--- config.mk ---
export PLATFORM = sky130hd
export DESIGN_NAME = btm_top
export DESIGN_NICKNAME = d
export VERILOG_FILES = /design/src/verilog/btm_pkg.sv /design/src/verilog/btm_top.sv
export VERILOG_INCLUDE_DIRS = /design/src /design/src/verilog
export SDC_FILE = /design/constraint.sdc
export NUM_CORES = 1
export LEC_CHECK = 0
export BUFFER_PORTS_ARGS = -buffer_cell sky130_fd_sc_hd__buf_2
export CORE_MARGIN = 1
export CORE_UTILIZATION = 53
export DETAILED_ROUTE_END_ITERATION = 10
export PLACE_DENSITY = 0.8
export SLEW_MARGIN = 20
export SYNTH_ARGS = -nofsm -noshare
export SYNTH_HDL_FRONTEND = slang
export SYNTH_SLANG_ARGS = --single-unit
--- constraint.sdc ---
create_clock -name REF_CLK_IN -period 2.25 [get_ports REF_CLK_IN]
set_clock_uncertainty 0.2 [all_clocks]
set_input_delay 0.45 -clock REF_CLK_IN [delete_from_list [all_inputs] [get_ports REF_CLK_IN]]
set_output_delay 0.45 -clock REF_CLK_IN [all_outputs]
set_load 0.01 [all_outputs]
--- src/verilog/btm_defs.svh ---
// constants for the upper-bank breakpoint trace-mode register block
// Operation
// - instruction breakpoints 9-14 each hold 3-bit mode
// - data breakpoints 9-14 each hold 3-bit mode
// - mode 000 stops processor and coherence tracing
// - mode 001 starts processor tracing only
// - mode 010 stops processor tracing only
// - mode 011 starts processor and coherence tracing
// - modes 100/101/111 act as 000/001/011 plus counter dump
// - counter dump always covers all counters
// - data breakpoints act only when enable set
// - more-breakpoints bit tells software use upper bank
`ifndef BTM_DEFS_SVH
`define BTM_DEFS_SVH

// ************************************************************
// register map
// ************************************************************
`define BTM_ADDR_IBKPT_HI 8'h00
`define BTM_ADDR_DBKPT_HI 8'h04
`define BTM_ADDR_DBKPT_LO 8'h08
`define BTM_ADDR_STATUS   8'h0c

// ************************************************************
// field layout and reset values
// ************************************************************
`define BTM_FIELD_W       3
`define BTM_HI_FIELDS     6
`define BTM_HI_USED_W     18
`define BTM_DE_BIT        28
`define BTM_MB_BIT        31
`define BTM_ST_PROC_BIT   0
`define BTM_ST_COH_BIT    1
`define BTM_RST_MODE      18'h00000
`define BTM_RST_DE        1'h0
`define BTM_RST_RDATA     32'h00000000
`define BTM_FIRST_HI_BKPT 9

`endif

--- src/verilog/btm_pkg.sv ---
// types for the upper-bank breakpoint trace-mode register block
`default_nettype none
package btm_pkg;

	typedef enum logic [2:0] {
		BTM_STOP_ALL       = 3'b000,
		BTM_START_PROC     = 3'b001,
		BTM_STOP_PROC      = 3'b010,
		BTM_START_ALL      = 3'b011,
		BTM_STOP_ALL_DUMP  = 3'b100,
		BTM_START_PROC_DMP = 3'b101,
		BTM_RESERVED       = 3'b110,
		BTM_START_ALL_DUMP = 3'b111
	} btm_mode_t;

	typedef struct packed {
		logic coh_on;
		logic proc_on;
	} btm_trace_t;

endpackage
`default_nettype wire

--- src/verilog/btm_top.sv ---
// upper-bank breakpoint trace-mode registers and trace start/stop decode
//
// Design decisions made here: the address-and-strobe port and the address map.
`timescale 1ns/1ns
`default_nettype none
`include "btm_defs.svh"

module btm_top #(
	parameter int NUM_IBKPT_HI = 6,
	parameter int NUM_DBKPT_HI = 6,
	parameter int TOTAL_BKPTS  = 15
) (
	input  wire logic        REF_CLK_IN,
	input  wire logic        RST_B_IN,
	input  wire logic [7:0]  REG_ADDR_IN,
	input  wire logic [31:0] REG_WDATA_IN,
	input  wire logic        REG_WR_IN,
	input  wire logic        REG_RD_IN,
	output logic      [31:0] REG_RDATA_OUT,
	input  wire logic [5:0]  IBKPT_MATCH_IN,
	input  wire logic [5:0]  DBKPT_MATCH_IN,
	output logic             PROC_TRACE_ON_OUT,
	output logic             COH_TRACE_ON_OUT,
	output logic             PERF_DUMP_OUT
);

	// ************************************************************
	// elaboration checks
	// ************************************************************
	if (NUM_IBKPT_HI < 0 || NUM_IBKPT_HI > `BTM_HI_FIELDS) begin : g_bad_ibkpt
		$error("instruction breakpoint count out of range");
	end
	if (NUM_DBKPT_HI < 0 || NUM_DBKPT_HI > `BTM_HI_FIELDS) begin : g_bad_dbkpt
		$error("data breakpoint count out of range");
	end
	if (TOTAL_BKPTS < `BTM_FIRST_HI_BKPT + NUM_IBKPT_HI) begin : g_bad_total
		$error("total breakpoint count too small for upper bank");
	end
	if (TOTAL_BKPTS < `BTM_FIRST_HI_BKPT + NUM_DBKPT_HI) begin : g_bad_total_d
		$error("total breakpoint count too small for data upper bank");
	end

	// ************************************************************
	// constants
	// ************************************************************
	function automatic logic [`BTM_HI_USED_W-1:0] btm_mask(input int n);
		logic [`BTM_HI_USED_W-1:0] r;
		r = '0;
		for (int i = 0; i < `BTM_HI_USED_W; i++) begin
			if (i < `BTM_FIELD_W * n) begin
				r[i] = 1'b1;
			end
		end
		return r;
	endfunction

	localparam logic [`BTM_HI_USED_W-1:0] IMASK   = btm_mask(NUM_IBKPT_HI);
	localparam logic [`BTM_HI_USED_W-1:0] DMASK   = btm_mask(NUM_DBKPT_HI);
	localparam logic                      MB_VAL  = (TOTAL_BKPTS > `BTM_FIRST_HI_BKPT);
	localparam logic                      HAS_DBK = (NUM_DBKPT_HI > 0);

	// ************************************************************
	// trace action decode
	// ************************************************************
	function automatic btm_pkg::btm_trace_t btm_apply(input btm_pkg::btm_trace_t s,
	                                                  input logic [2:0] m);
		btm_pkg::btm_trace_t r;
		r = s;
		unique case (btm_pkg::btm_mode_t'(m))
			btm_pkg::BTM_STOP_ALL, btm_pkg::BTM_STOP_ALL_DUMP: begin
				r.proc_on = 1'b0;
				r.coh_on  = 1'b0;
			end
			btm_pkg::BTM_START_PROC, btm_pkg::BTM_START_PROC_DMP: begin
				r.proc_on = 1'b1;
			end
			btm_pkg::BTM_STOP_PROC: begin
				r.proc_on = 1'b0;
			end
			btm_pkg::BTM_START_ALL, btm_pkg::BTM_START_ALL_DUMP: begin
				r.proc_on = 1'b1;
				r.coh_on  = 1'b1;
			end
			btm_pkg::BTM_RESERVED: begin
				r = s;
			end
		endcase
		return r;
	endfunction

	function automatic logic btm_dumps(input logic [2:0] m);
		// upper bit requests dump except reserved code
		return m[2] && (m != 3'b110);
	endfunction

	// ************************************************************
	// register file
	// ************************************************************
	logic [`BTM_HI_USED_W-1:0] ibkpt_q;
	logic [`BTM_HI_USED_W-1:0] ibkpt_d;
	logic [`BTM_HI_USED_W-1:0] dbkpt_q;
	logic [`BTM_HI_USED_W-1:0] dbkpt_d;
	logic                      de_q;
	logic                      de_d;
	logic [31:0]               rdata_q;
	logic [31:0]               rdata_d;
	btm_pkg::btm_trace_t       trace_q;
	btm_pkg::btm_trace_t       trace_d;
	logic                      dump_q;
	logic                      dump_d;

	// writes and reads are single-cycle strobes; the slave never stalls the master
	// read data idles at zero so a stale word never lingers on the bus
	always_comb begin
		ibkpt_d = ibkpt_q;
		dbkpt_d = dbkpt_q;
		de_d    = de_q;
		rdata_d = `BTM_RST_RDATA;
		if (REG_WR_IN) begin
			unique case (REG_ADDR_IN)
				`BTM_ADDR_IBKPT_HI: begin
					ibkpt_d = REG_WDATA_IN[`BTM_HI_USED_W-1:0] & IMASK;
				end
				`BTM_ADDR_DBKPT_HI: begin
					dbkpt_d = REG_WDATA_IN[`BTM_HI_USED_W-1:0] & DMASK;
				end
				`BTM_ADDR_DBKPT_LO: begin
					de_d = REG_WDATA_IN[`BTM_DE_BIT] & HAS_DBK;
				end
				default: begin
					ibkpt_d = ibkpt_q;
				end
			endcase
		end
		if (REG_RD_IN) begin
			unique case (REG_ADDR_IN)
				`BTM_ADDR_IBKPT_HI: begin
					rdata_d[`BTM_HI_USED_W-1:0] = ibkpt_q;
				end
				`BTM_ADDR_DBKPT_HI: begin
					rdata_d[`BTM_HI_USED_W-1:0] = dbkpt_q;
				end
				`BTM_ADDR_DBKPT_LO: begin
					rdata_d[`BTM_MB_BIT] = MB_VAL;
					rdata_d[`BTM_DE_BIT] = de_q;
				end
				`BTM_ADDR_STATUS: begin
					rdata_d[`BTM_ST_PROC_BIT] = trace_q.proc_on;
					rdata_d[`BTM_ST_COH_BIT]  = trace_q.coh_on;
				end
				default: begin
					rdata_d = `BTM_RST_RDATA;
				end
			endcase
		end
	end

	always_ff @(posedge REF_CLK_IN or negedge RST_B_IN) begin
		if (!RST_B_IN) begin
			ibkpt_q <= `BTM_RST_MODE;
			dbkpt_q <= `BTM_RST_MODE;
			de_q    <= `BTM_RST_DE;
			rdata_q <= `BTM_RST_RDATA;
		end else begin
			ibkpt_q <= ibkpt_d;
			dbkpt_q <= dbkpt_d;
			de_q    <= de_d;
			rdata_q <= rdata_d;
		end
	end

	// ************************************************************
	// trace state
	// ************************************************************
	// match inputs come from same-clock logic, so they are read without a synchroniser
	// simultaneous matches apply in order, instruction then data, low index first,
	// so the highest-numbered data breakpoint has the last word
	always_comb begin
		trace_d = trace_q;
		// dump pulses once per matching cycle however many matches ask for it
		dump_d  = 1'b0;
		for (int k = 0; k < `BTM_HI_FIELDS; k++) begin
			if (k < NUM_IBKPT_HI && IBKPT_MATCH_IN[k]) begin
				trace_d = btm_apply(trace_d, ibkpt_q[`BTM_FIELD_W*k +: `BTM_FIELD_W]);
				dump_d  = dump_d | btm_dumps(ibkpt_q[`BTM_FIELD_W*k +: `BTM_FIELD_W]);
			end
		end
		for (int k = 0; k < `BTM_HI_FIELDS; k++) begin
			if (k < NUM_DBKPT_HI && DBKPT_MATCH_IN[k] && de_q) begin
				trace_d = btm_apply(trace_d, dbkpt_q[`BTM_FIELD_W*k +: `BTM_FIELD_W]);
				dump_d  = dump_d | btm_dumps(dbkpt_q[`BTM_FIELD_W*k +: `BTM_FIELD_W]);
			end
		end
	end

	always_ff @(posedge REF_CLK_IN or negedge RST_B_IN) begin
		if (!RST_B_IN) begin
			trace_q <= '0;
			dump_q  <= 1'b0;
		end else begin
			trace_q <= trace_d;
			dump_q  <= dump_d;
		end
	end

	assign REG_RDATA_OUT     = rdata_q;
	assign PROC_TRACE_ON_OUT = trace_q.proc_on;
	assign COH_TRACE_ON_OUT  = trace_q.coh_on;
	assign PERF_DUMP_OUT     = dump_q;

endmodule
`default_nettype wire

==> run_results.csv, run 1 <==
group,metric,value,unit
sta,max_freq,0.4744,GHz
synth,yosysTopAreaCell,"dfrtp_1",
cts,cts_root_buffer,"clkbuf_8",
placement,place_area,3822,sq um
floorplan,io_pins,91,
cells_and_area,final_cells,470,
status,status,"finished clean",
cells_and_area,nNetsFinal,468,
critical_path,cp.required,2.27,ns
cells_and_area,syn2layout_area_growth,17.93,%
synth,yosysWarnings,0,
placement,detailedPlace.worstSlack,0.1187,ns
cts,ctsHtreeMaxLevel,3,
synth,synthFlopType,"dfrtp_1",
critical_path,end_kind,"flop",
critical_path,cpPeakStageDelay,0.43,ns
critical_path,worstPathCellList,"ha_1 > and3_1 > o311ai_0 > nand3_1 > a211oi_1 > o31ai_1",
critical_path,crit_family,"compound AO/OA/AOI/OAI gates",
drt,ant_nets,0,
drt,drt-initial-drc-count,207,
placement,io_buffers,65,
sta,finalMaxSlewViolations,0,
floorplan,initial_core_util,0.5460,
sta,post-route-period-util,0.9368,
sta,finalHoldViolations,0,
sta,tns,0,ns
placement,dp_cells,452,
drt,vias_per_cell,5.736,
global_route,grt_usage,0.2576,
sta,relSlewSlack,0.6656,
sta,setup_viol,0,
drt,first_pass_iters,4,
synth,ys_ff_latch,60,
sta,grt_setup_unrepaired,"false",
floorplan,core_area,6314,sq um
floorplan,die_h,82.65,microns
global_route,antenna_found_initial,0,
synth,synth.most_common_cell,"dfrtp_1",
drt,wl,7833,microns
global_route,grt_remaining_overflow,0,
cts,cts_tree,"done",
cts,cts_buffers,9,
critical_path,path_class,"reg2reg",
global_route,grt_pass1_wl,12730,microns
synth,synth_cells,315,
cts,post_cts_resized,0,
critical_path,crit_arrival,2.13,ns
cells_and_area,drive_gt1_frac,0.3384,
flow_run,cap_violations,0,
synth,synth_common_cells,"dfrtp_1, mux2_2, ha_1, nand2_1",
synth,synth_cell_types,52,
synth,synth-edff-count,0,
synth,netlist_area,3447,sq um
cts,insertion_delay,0.35,ns
synth,synth_area_leaders,"dfrtp_1, mux2_2, ha_1, a22oi_1, mux2_4",
drt,wl_met3,480,microns
floorplan,die-area,6830,sq um
sta,setup_ws,0.1421,ns
cts,clkTransAtPathRegs,0.07,ns
drt,drc,0,
synth,seq_area_frac_synth,0.4356,
cts,numClockSinks,60,
power_and_ir_drop,p_leak,2.031,nW
cells_and_area,postLayoutCoreUtil,0.6439,
critical_path,cp-start-kind,"flop",
drt,top_layer_used,"met4",
floorplan,rows,29,
critical_path,crit_buf_inv,0,
critical_path,worstPathMaxFanout,5,
cells_and_area,antenna_cells,0,
drt,vias,2696,
critical_path,crit_path_top_delay_cell,"dfrtp_1",
placement,dp_hpwl,5626,microns
power_and_ir_drop,p_per_area,616.1,nW/um^2
global_route,grt_max_degree,61,
synth,synthArstFlopShare,1.000,
synth,syn_avg_cell_area,10.94,sq um
synth,synth_top_cell_area_share,0.4356,
cts,cts_max_path_buffers,2,
cells_and_area,postLayoutCellArea,4065,sq um
floorplan,die_width,82.65,microns
drt,dr_wl_met2,3923,microns
sta,final.min_clock_period,2.108,ns
drt,wl_per_cell,16.67,microns
sta,max_slew.worst_pin.slew,0.4890,ns
power_and_ir_drop,peakVddDrop,0.3609,mV
hold_path,hold_class,"in2reg",
drt,wl_met1,3250,microns
placement,gp_congestion,0.9624,
global_route,grt_pass1_vias,2642,
[cell families (layout without fill, tap and decap cells)]
logic type / after synthesis / in the layout / share of synthesized area
compound gates: 65 / 65 / 0.1361
fa+ha+maj: 24 / 24 / 0.08711
buf+inv: 40 / 107 / 0.05953
flops: 60 / 60 / 0.4356
mux: 38 / 38 / 0.1350
other cells: 1 / 12 / 0.001088
simple gates: 87 / 87 / 0.1456
[metal layers]
metal	global-route usage	vias to the layer above
met1	0.3106	1308
met3	0.05495	21
met2	0.4344	102
met4	0.1259	0
met5	0	-
li1	-	1265
[sequential cells by signal, indices dropped and copies added, names as in the netlist]
register           flops
REG_RDATA_OUT         20
dbkpt_q               18
ibkpt_q               18
COH_TRACE_ON_OUT       1
PERF_DUMP_OUT          1
PROC_TRACE_ON_OUT      1
de_q                   1
[through the flow]
step                      total power, mW  hold slack, ns
after floorplan                     1.317        -0.04559
after global placement              1.414          0.2732
after detailed placement            1.426          0.2811
after CTS                           2.516          0.1380
after global routing                2.608          0.1434
final                               2.504          0.1461
[power by group]
group / switching, mW / internal (mW)
Clock: 0.441 / 0.651
Combinational: 0.132 / 0.115
Sequential: 0.0503 / 1.12
[final timing paths]
check / start / to / slack (ns) / cells past startpoint
setup / recovery: ibkpt_q[1] / COH_TRACE_ON_OUT / 0.14 / 6
hold / removal: REG_WDATA_IN[28] / de_q / 0.15 / 2
setup reg to reg: ibkpt_q[1] / COH_TRACE_ON_OUT / 0.14 / 6
hold reg to reg: dbkpt_q[8] / dbkpt_q[8] / 0.38 / 1
max in group asynchronous: RST_B_IN / ibkpt_q[13] / 1.14 / 3
min in group asynchronous: RST_B_IN / ibkpt_q[0] / 0.44 / 3
[layout by cell type, fill, tap and decap left out, types with 5 or more instances in the layout]
cell / instances
buf_2: 65
dfrtp_1: 60
mux2_2: 28
nand2_1: 24
ha_1: 24
inv_1: 20
a22oi_1: 20
nor2b_1: 16
conb_1: 12
mux2_4: 10
clkbuf_8: 10
nand3_1: 9
o21ai_0: 8
nor2_1: 7
nand4_1: 6
a21oi_1: 5
[cell type report]
cell class | count | area [sq um]
multi-input combinational | 226 | 1782
sequential | 60 | 1501
inverter | 20 | 75.07
fill | 500 | 2248
tap | 77 | 96.34
clock inverter | 6 | 87.58
clock buffer | 10 | 137.6
timing repair buffer | 71 | 385.4
[timing repair]
action                                  in CTS  in global routing
endpoints found under the setup margin       0                  1
buffers inserted                             0                  1
hold buffers                                 1                  0
endpoints found under the hold margin       60                  0
No activity file was read; power rests on OpenSTA's default activity.
==> run 2, diff against run 1 <==
==> constraint.sdc (replaced) <==
create_clock -name REF_CLK_IN -period 2.25 [get_ports REF_CLK_IN]
set_clock_uncertainty 0.2 [all_clocks]
set_input_delay 0.1125 -clock REF_CLK_IN [delete_from_list [all_inputs] [get_ports REF_CLK_IN]]
set_output_delay 0.1125 -clock REF_CLK_IN [all_outputs]
set_load 0.01 [all_outputs]
==> run 2 against run 1 <==
Net effect: global-route usage increased by 0.070 points; critical endpoint unchanged; via count increased by 3.2%; clock power decreased by 4%; critical path type unchanged.
==> run_results.csv, run 2 (synthesized netlist as in run 1, its figures left out) <==
group,metric,value,unit
status,status,"finished clean",
sta,max_slew.worst_pin.slew,0.6242,ns
flow_run,cap_violations,0,
power_and_ir_drop,peakVddDrop,0.4137,mV
sta,tns,0,ns
drt,drc,0,
cells_and_area,postLayoutCellArea,4288,sq um
cells_and_area,most-common-layout-cells,"buf_2, dfrtp_1, mux2_2",
cts,clkTransAtPathRegs,0.07,ns
global_route,grt_pass1_wl,12920,microns
cts,cts_tree,"done",
floorplan,die_width,82.65,microns
cts,insertion_delay,0.34,ns
placement,place_area,3822,sq um
placement,dp_hpwl,5852,microns
drt,wl,8114,microns
sta,finalMaxSlewViolations,0,
cts,post_cts_resized,0,
drt,wl_per_cell,16.46,microns
sta,setup_viol,0,
critical_path,cp-start-kind,"flop",
global_route,grt_max_degree,35,
critical_path,crit_family,"compound AO/OA/AOI/OAI gates",
cells_and_area,drive_gt1_frac,0.3173,
critical_path,worstPathCellList,"inv_1 > ha_1 > and3_1 > o311ai_0 > nand3_1 > a211oi_1 > o31ai_1",
drt,vias_per_cell,5.643,
floorplan,die_h,82.65,microns
global_route,grt_usage,0.2583,
sta,fin_hold_ws,0.03514,ns
placement,io_buffers,65,
global_route,grt_remaining_overflow,0,
critical_path,timing.rr.start,"ibkpt_q[0]",
critical_path,path_class,"reg2reg",
cts,cts_max_path_buffers,2,
power_and_ir_drop,p_total,2.497,mW
cells_and_area,antenna_cells,0,
hold_path,hold_class,"in2reg",
cts,ctsHtreeMaxLevel,3,
floorplan,core_area,6314,sq um
sta,final.min_clock_period,2.198,ns
sta,finalHoldViolations,0,
sta,post-route-period-util,0.9770,
critical_path,reg2reg_slack,0.05,ns
cells_and_area,syn2layout_area_growth,24.39,%
floorplan,die-area,6830,sq um
drt,vias,2782,
sta,grt_setup_unrepaired,"false",
cells_and_area,nNetsFinal,491,
critical_path,crit_buf_inv,1,
critical_path,crit_path_top_delay_cell,"dfrtp_1",
drt,drt-initial-drc-count,211,
floorplan,rows,29,
critical_path,crit_start,"ibkpt_q[0]",
cells_and_area,largest_reg_flops,20,
cts,cts_root_buffer,"clkbuf_8",
hold_path,hold_start,"REG_ADDR_IN[0]",
sta,relSlewSlack,0.5839,
placement,gp_congestion,0.9391,
critical_path,crit_arrival,2.22,ns
cells_and_area,mostFrequentLayoutCell,"buf_2",
cells_and_area,n_fill_cell,484,
global_route,grt_pass1_vias,2676,
drt,first_pass_iters,4,
cts,cts_buffers,9,
drt,ant_nets,0,
critical_path,cpPeakStageDelay,0.41,ns
critical_path,worstPathMaxFanout,5,
cts,numClockSinks,60,
floorplan,initial_core_util,0.5460,
global_route,antenna_found_initial,0,
power_and_ir_drop,p_leak,2.133,nW
critical_path,cp.required,2.27,ns
floorplan,io_pins,91,
sta,max_freq,0.4549,GHz
power_and_ir_drop,p_per_area,582.3,nW/um^2
critical_path,end_kind,"flop",
-- run 2: cell types whose count changed in the layout (fill, tap and decap cells not counted), sizes merged --
cell / before / now
buf: 70 / 69
clkbuf: 10 / 9
clkinv: 1 / 4
clkinvlp: 3 / 1
dlygate4sd3: 1 / 25
-- run 2: report_power, final --
group          internal, mW  switching, mW  leakage [nW]
sequential             1.12         0.0524         0.830
combinational         0.140          0.136          1.19
clock                 0.618          0.434         0.109
total                  1.87          0.623          2.13
-- run 2: final timing paths --
check / endpoint / cells after the start
setup / recovery: COH_TRACE_ON_OUT / 7
max in group asynchronous: REG_RDATA_OUT[10] / 3
hold reg to reg: ibkpt_q[5] / 1
setup reg to reg: COH_TRACE_ON_OUT / 7
hold / removal: REG_RDATA_OUT[0] / 5
min in group asynchronous: ibkpt_q[4] / 2
-- run 2: repair_timing --
action                                 in CTS  in global routing
setup endpoints to repair                   0                  0
hold buffers                               25                  0
endpoints found under the hold margin      84                  0
buffers inserted                            0                  0
-- run 2: metrics by stage --
stage,worst slack [ns],std cells,utilization
floorplan,0.3293,326,-
global placement,0.1709,452,0.6054
detailed placement,0.07154,452,0.6054
CTS,0.05495,493,0.6792
global route,0.01253,493,0.6792
finish,0.05167,493,0.6792
-- run 2: layout make-up --
type	instances	area [sq um]	area share
well taps	77	96.34	0.02247
clock buffers	9	123.9	0.02889
repair buffers	94	618.1	0.1441
clock inverters	7	91.34	0.02130
multi-input cells	226	1782	0.4155
flip-flops and latches	60	1501	0.3502
inverters	20	75.07	0.01751
-- run 2: metal layers --
layer / share of wire / vias to the layer above / track usage / wire length [microns]
li1: - / 1307 / - / -
met1: 0.40 / 1350 / 0.3259 / 3271
met2: 0.51 / 112 / 0.4443 / 4150
met3: 0.068 / 13 / 0.05385 / 553
met4: 0.017 / 0 / 0.07414 / 138
met5: 0 / - / 0 / 0
-- run 2: worst reg2reg max path, delay by kind of cell, from the launching register on --
| kind | cells | cell delay, ns |
|---|---|---|
| buf+inv | 1 | 0.06 |
| compound gates | 3 | 0.75 |
| fa+ha+maj | 1 | 0.30 |
| flops | 1 | 0.41 |
| simple gates | 2 | 0.35 |
==> run 3, diff against run 2 <==
--- a/config.mk
+++ b/config.mk
@@ -11,6 +11,7 @@
 export CORE_UTILIZATION = 53
 export DETAILED_ROUTE_END_ITERATION = 10
 export PLACE_DENSITY = 0.8
+export RECOVER_POWER = 25
 export SLEW_MARGIN = 20
 export SYNTH_ARGS = -nofsm -noshare
 export SYNTH_HDL_FRONTEND = slang
==> run 3 against run 2 <==
Net effect: the run now ends with max-capacitance violations, max-slew violations left; wire length about the same; flip-flop and latch count is the same; first-iteration DRC count is 5.7% lower; sequential power is essentially flat; final cell count is the same; count of clock-buffer cells in the layout stayed put; utilization shrank 0.20 points; maximum frequency decreased by 0.42%; critical endpoint unchanged; largest power group unchanged; highest routed layer unchanged.
==> run_results.csv, run 3 (synthesized netlist as in run 1, its figures left out) <==
group,metric,value,unit
cts,cts_root_buffer,"clkbuf_8",
status,violations,"max-capacitance violations, max-slew violations",
cts,cts_buffers,9,
critical_path,cpPeakStageDelay,0.42,ns
global_route,grt_pass1_wl,12920,microns
global_route,grt_remaining_overflow,0,
sta,max_slew.worst_pin.slew,1.508,ns
power_and_ir_drop,p_seq_frac,0.468,
drt,ant_nets,0,
floorplan,die_width,82.65,microns
cts,post_cts_resized,0,
floorplan,io_pins,91,
cells_and_area,antenna_cells,0,
cells_and_area,largest_reg_flops,20,
power_and_ir_drop,p_leak,2.091,nW
sta,grt_setup_unrepaired,"false",
hold_path,hold_class,"in2reg",
drt,vias,2773,
critical_path,crit_arrival,2.23,ns
cells_and_area,nNetsFinal,491,
placement,dp_hpwl,5852,microns
sta,max_freq,0.4530,GHz
global_route,met2_usage,0.4443,
power_and_ir_drop,sw_frac_of_total,0.2492,
drt,wl,8122,microns
drt,drt-initial-drc-count,199,
cts,cts_tree,"done",
cells_and_area,final_cells,493,
drt,wl_per_cell,16.47,microns
global_route,grt_pass1_vias,2676,
sta,setup_ws,0.04230,ns
critical_path,crit_path_top_delay_cell,"dfrtp_1",
sta,final.min_clock_period,2.208,ns
sta,post-route-period-util,0.9812,
power_and_ir_drop,p_per_area,583.7,nW/um^2
power_and_ir_drop,power.internal,1.874,mW
sta,finalMaxSlewViolations,27,
status,status,"finished, violations left",
floorplan,die_h,82.65,microns
sta,fin_hold_ws,0.03599,ns
cells_and_area,n_fill_cell,483,
sta,tns,0,ns
power_and_ir_drop,combPwrFrac,0.111,
global_route,grt_max_degree,35,
cts,cts_setup_buffers,0,
placement,place_area,3822,sq um
cts,clkTransAtPathRegs,0.07,ns
critical_path,worstPathCellList,"inv_1 > ha_1 > and3_1 > o311ai_0 > nand3_1 > a211oi_1 > o31ai_1",
power_and_ir_drop,p_clk_frac,0.421,
cells_and_area,mostFrequentLayoutCell,"dfrtp_1",
cts,insertion_delay,0.34,ns
placement,io_buffers,65,
drt,first_pass_iters,5,
placement,gp_congestion,0.9391,
power_and_ir_drop,peakVddDrop,0.4146,mV
global_route,grt_use_met1,0.3259,
critical_path,cp-start-kind,"flop",
critical_path,worstPathMaxFanout,5,
floorplan,core_area,6314,sq um
cells_and_area,syn2layout_area_growth,24.03,%
cts,ctsHtreeMaxLevel,3,
floorplan,rows,29,
cells_and_area,postLayoutCellArea,4275,sq um
global_route,met3_usage,0.05385,
cts,numClockSinks,60,
sta,finalHoldViolations,0,
drt,drc,0,
floorplan,initial_core_util,0.5460,
power_and_ir_drop,p_total,2.496,mW
cts,holdBufCountCts,25,
cells_and_area,drive_gt1_frac,0.2933,
global_route,grt-busiest-layer,"met2",
cells_and_area,most-common-layout-cells,"dfrtp_1, buf_2, mux2_2",
global_route,antenna_found_initial,0,
drt,vias_per_cell,5.625,
sta,setup_viol,0,
critical_path,end_kind,"flop",
critical_path,cp.required,2.27,ns
flow_run,cap_violations,1,
placement,dp_cells,452,
cts,cts_max_path_buffers,2,
power_and_ir_drop,p_switching,0.6219,mW
placement,detailedPlace.worstSlack,0.07154,ns
sta,relSlewSlack,-0.005111,
global_route,grt_usage,0.2583,
floorplan,die-area,6830,sq um
cells_and_area,postLayoutCoreUtil,0.6772,
critical_path,path_class,"reg2reg",
==> run 3: cell types whose count changed in the layout (fill, tap and decap cells not counted) <==
cell	change
buf_2	-10
clkbuf_1	+10
==> run 3: worst max-delay path: cells and delay by family, from the launching register on <==
kind                       cells  cell delay [ns]
buffers and inverters          1             0.06
DFF                            1             0.42
adders and majority gates      1             0.30
and+or+nand+nor                2             0.34
AOI/OAI and AO/OA              3             0.76
==> run 3: area by class of cell <==
type	instances	area, sq um	area share
multi-input combinational	226	1782	0.4167
sequential	60	1501	0.3512
timing repair buffer	94	605.6	0.1416
clock buffer	9	123.9	0.02897
tap	77	96.34	0.02253
clock inverter	7	91.34	0.02136
inverter	20	75.07	0.01756
==> run 3: path summary, 6_finish.rpt <==
check	start	end	slack [ns]	cells after the start
setup / recovery	ibkpt_q[0]	COH_TRACE_ON_OUT	0.04	7
hold / removal	REG_ADDR_IN[0]	REG_RDATA_OUT[1]	0.04	5
setup reg to reg	ibkpt_q[0]	COH_TRACE_ON_OUT	0.04	7
hold reg to reg	ibkpt_q[5]	ibkpt_q[5]	0.37	1
max in group asynchronous	RST_B_IN	ibkpt_q[12]	0.49	2
min in group asynchronous	RST_B_IN	ibkpt_q[4]	0.47	2
==> run 3: power by group through the flow <==
| stage | Clock (mW) | Sequential, mW | Combinational (mW) |
|---|---|---|---|
| 4_1_cts | 1.06 | 1.17 | 0.276 |
| 2_1_floorplan | 0 | 1.17 | 0.146 |
| 3_5_place_dp | 0 | 1.19 | 0.243 |
| 6_report | 1.05 | 1.17 | 0.276 |
| 5_1_grt | 1.11 | 1.17 | 0.308 |
| 3_3_place_gp | 0 | 1.18 | 0.231 |
==> run 3: per-layer routing <==
layer  up-vias  wire (microns)  part of all wire
met4         0             137             0.017
met2       112            4172              0.51
li1       1308               -                 -
met5         -               0                 0
met3        20             452             0.056
met1      1333            3359              0.41
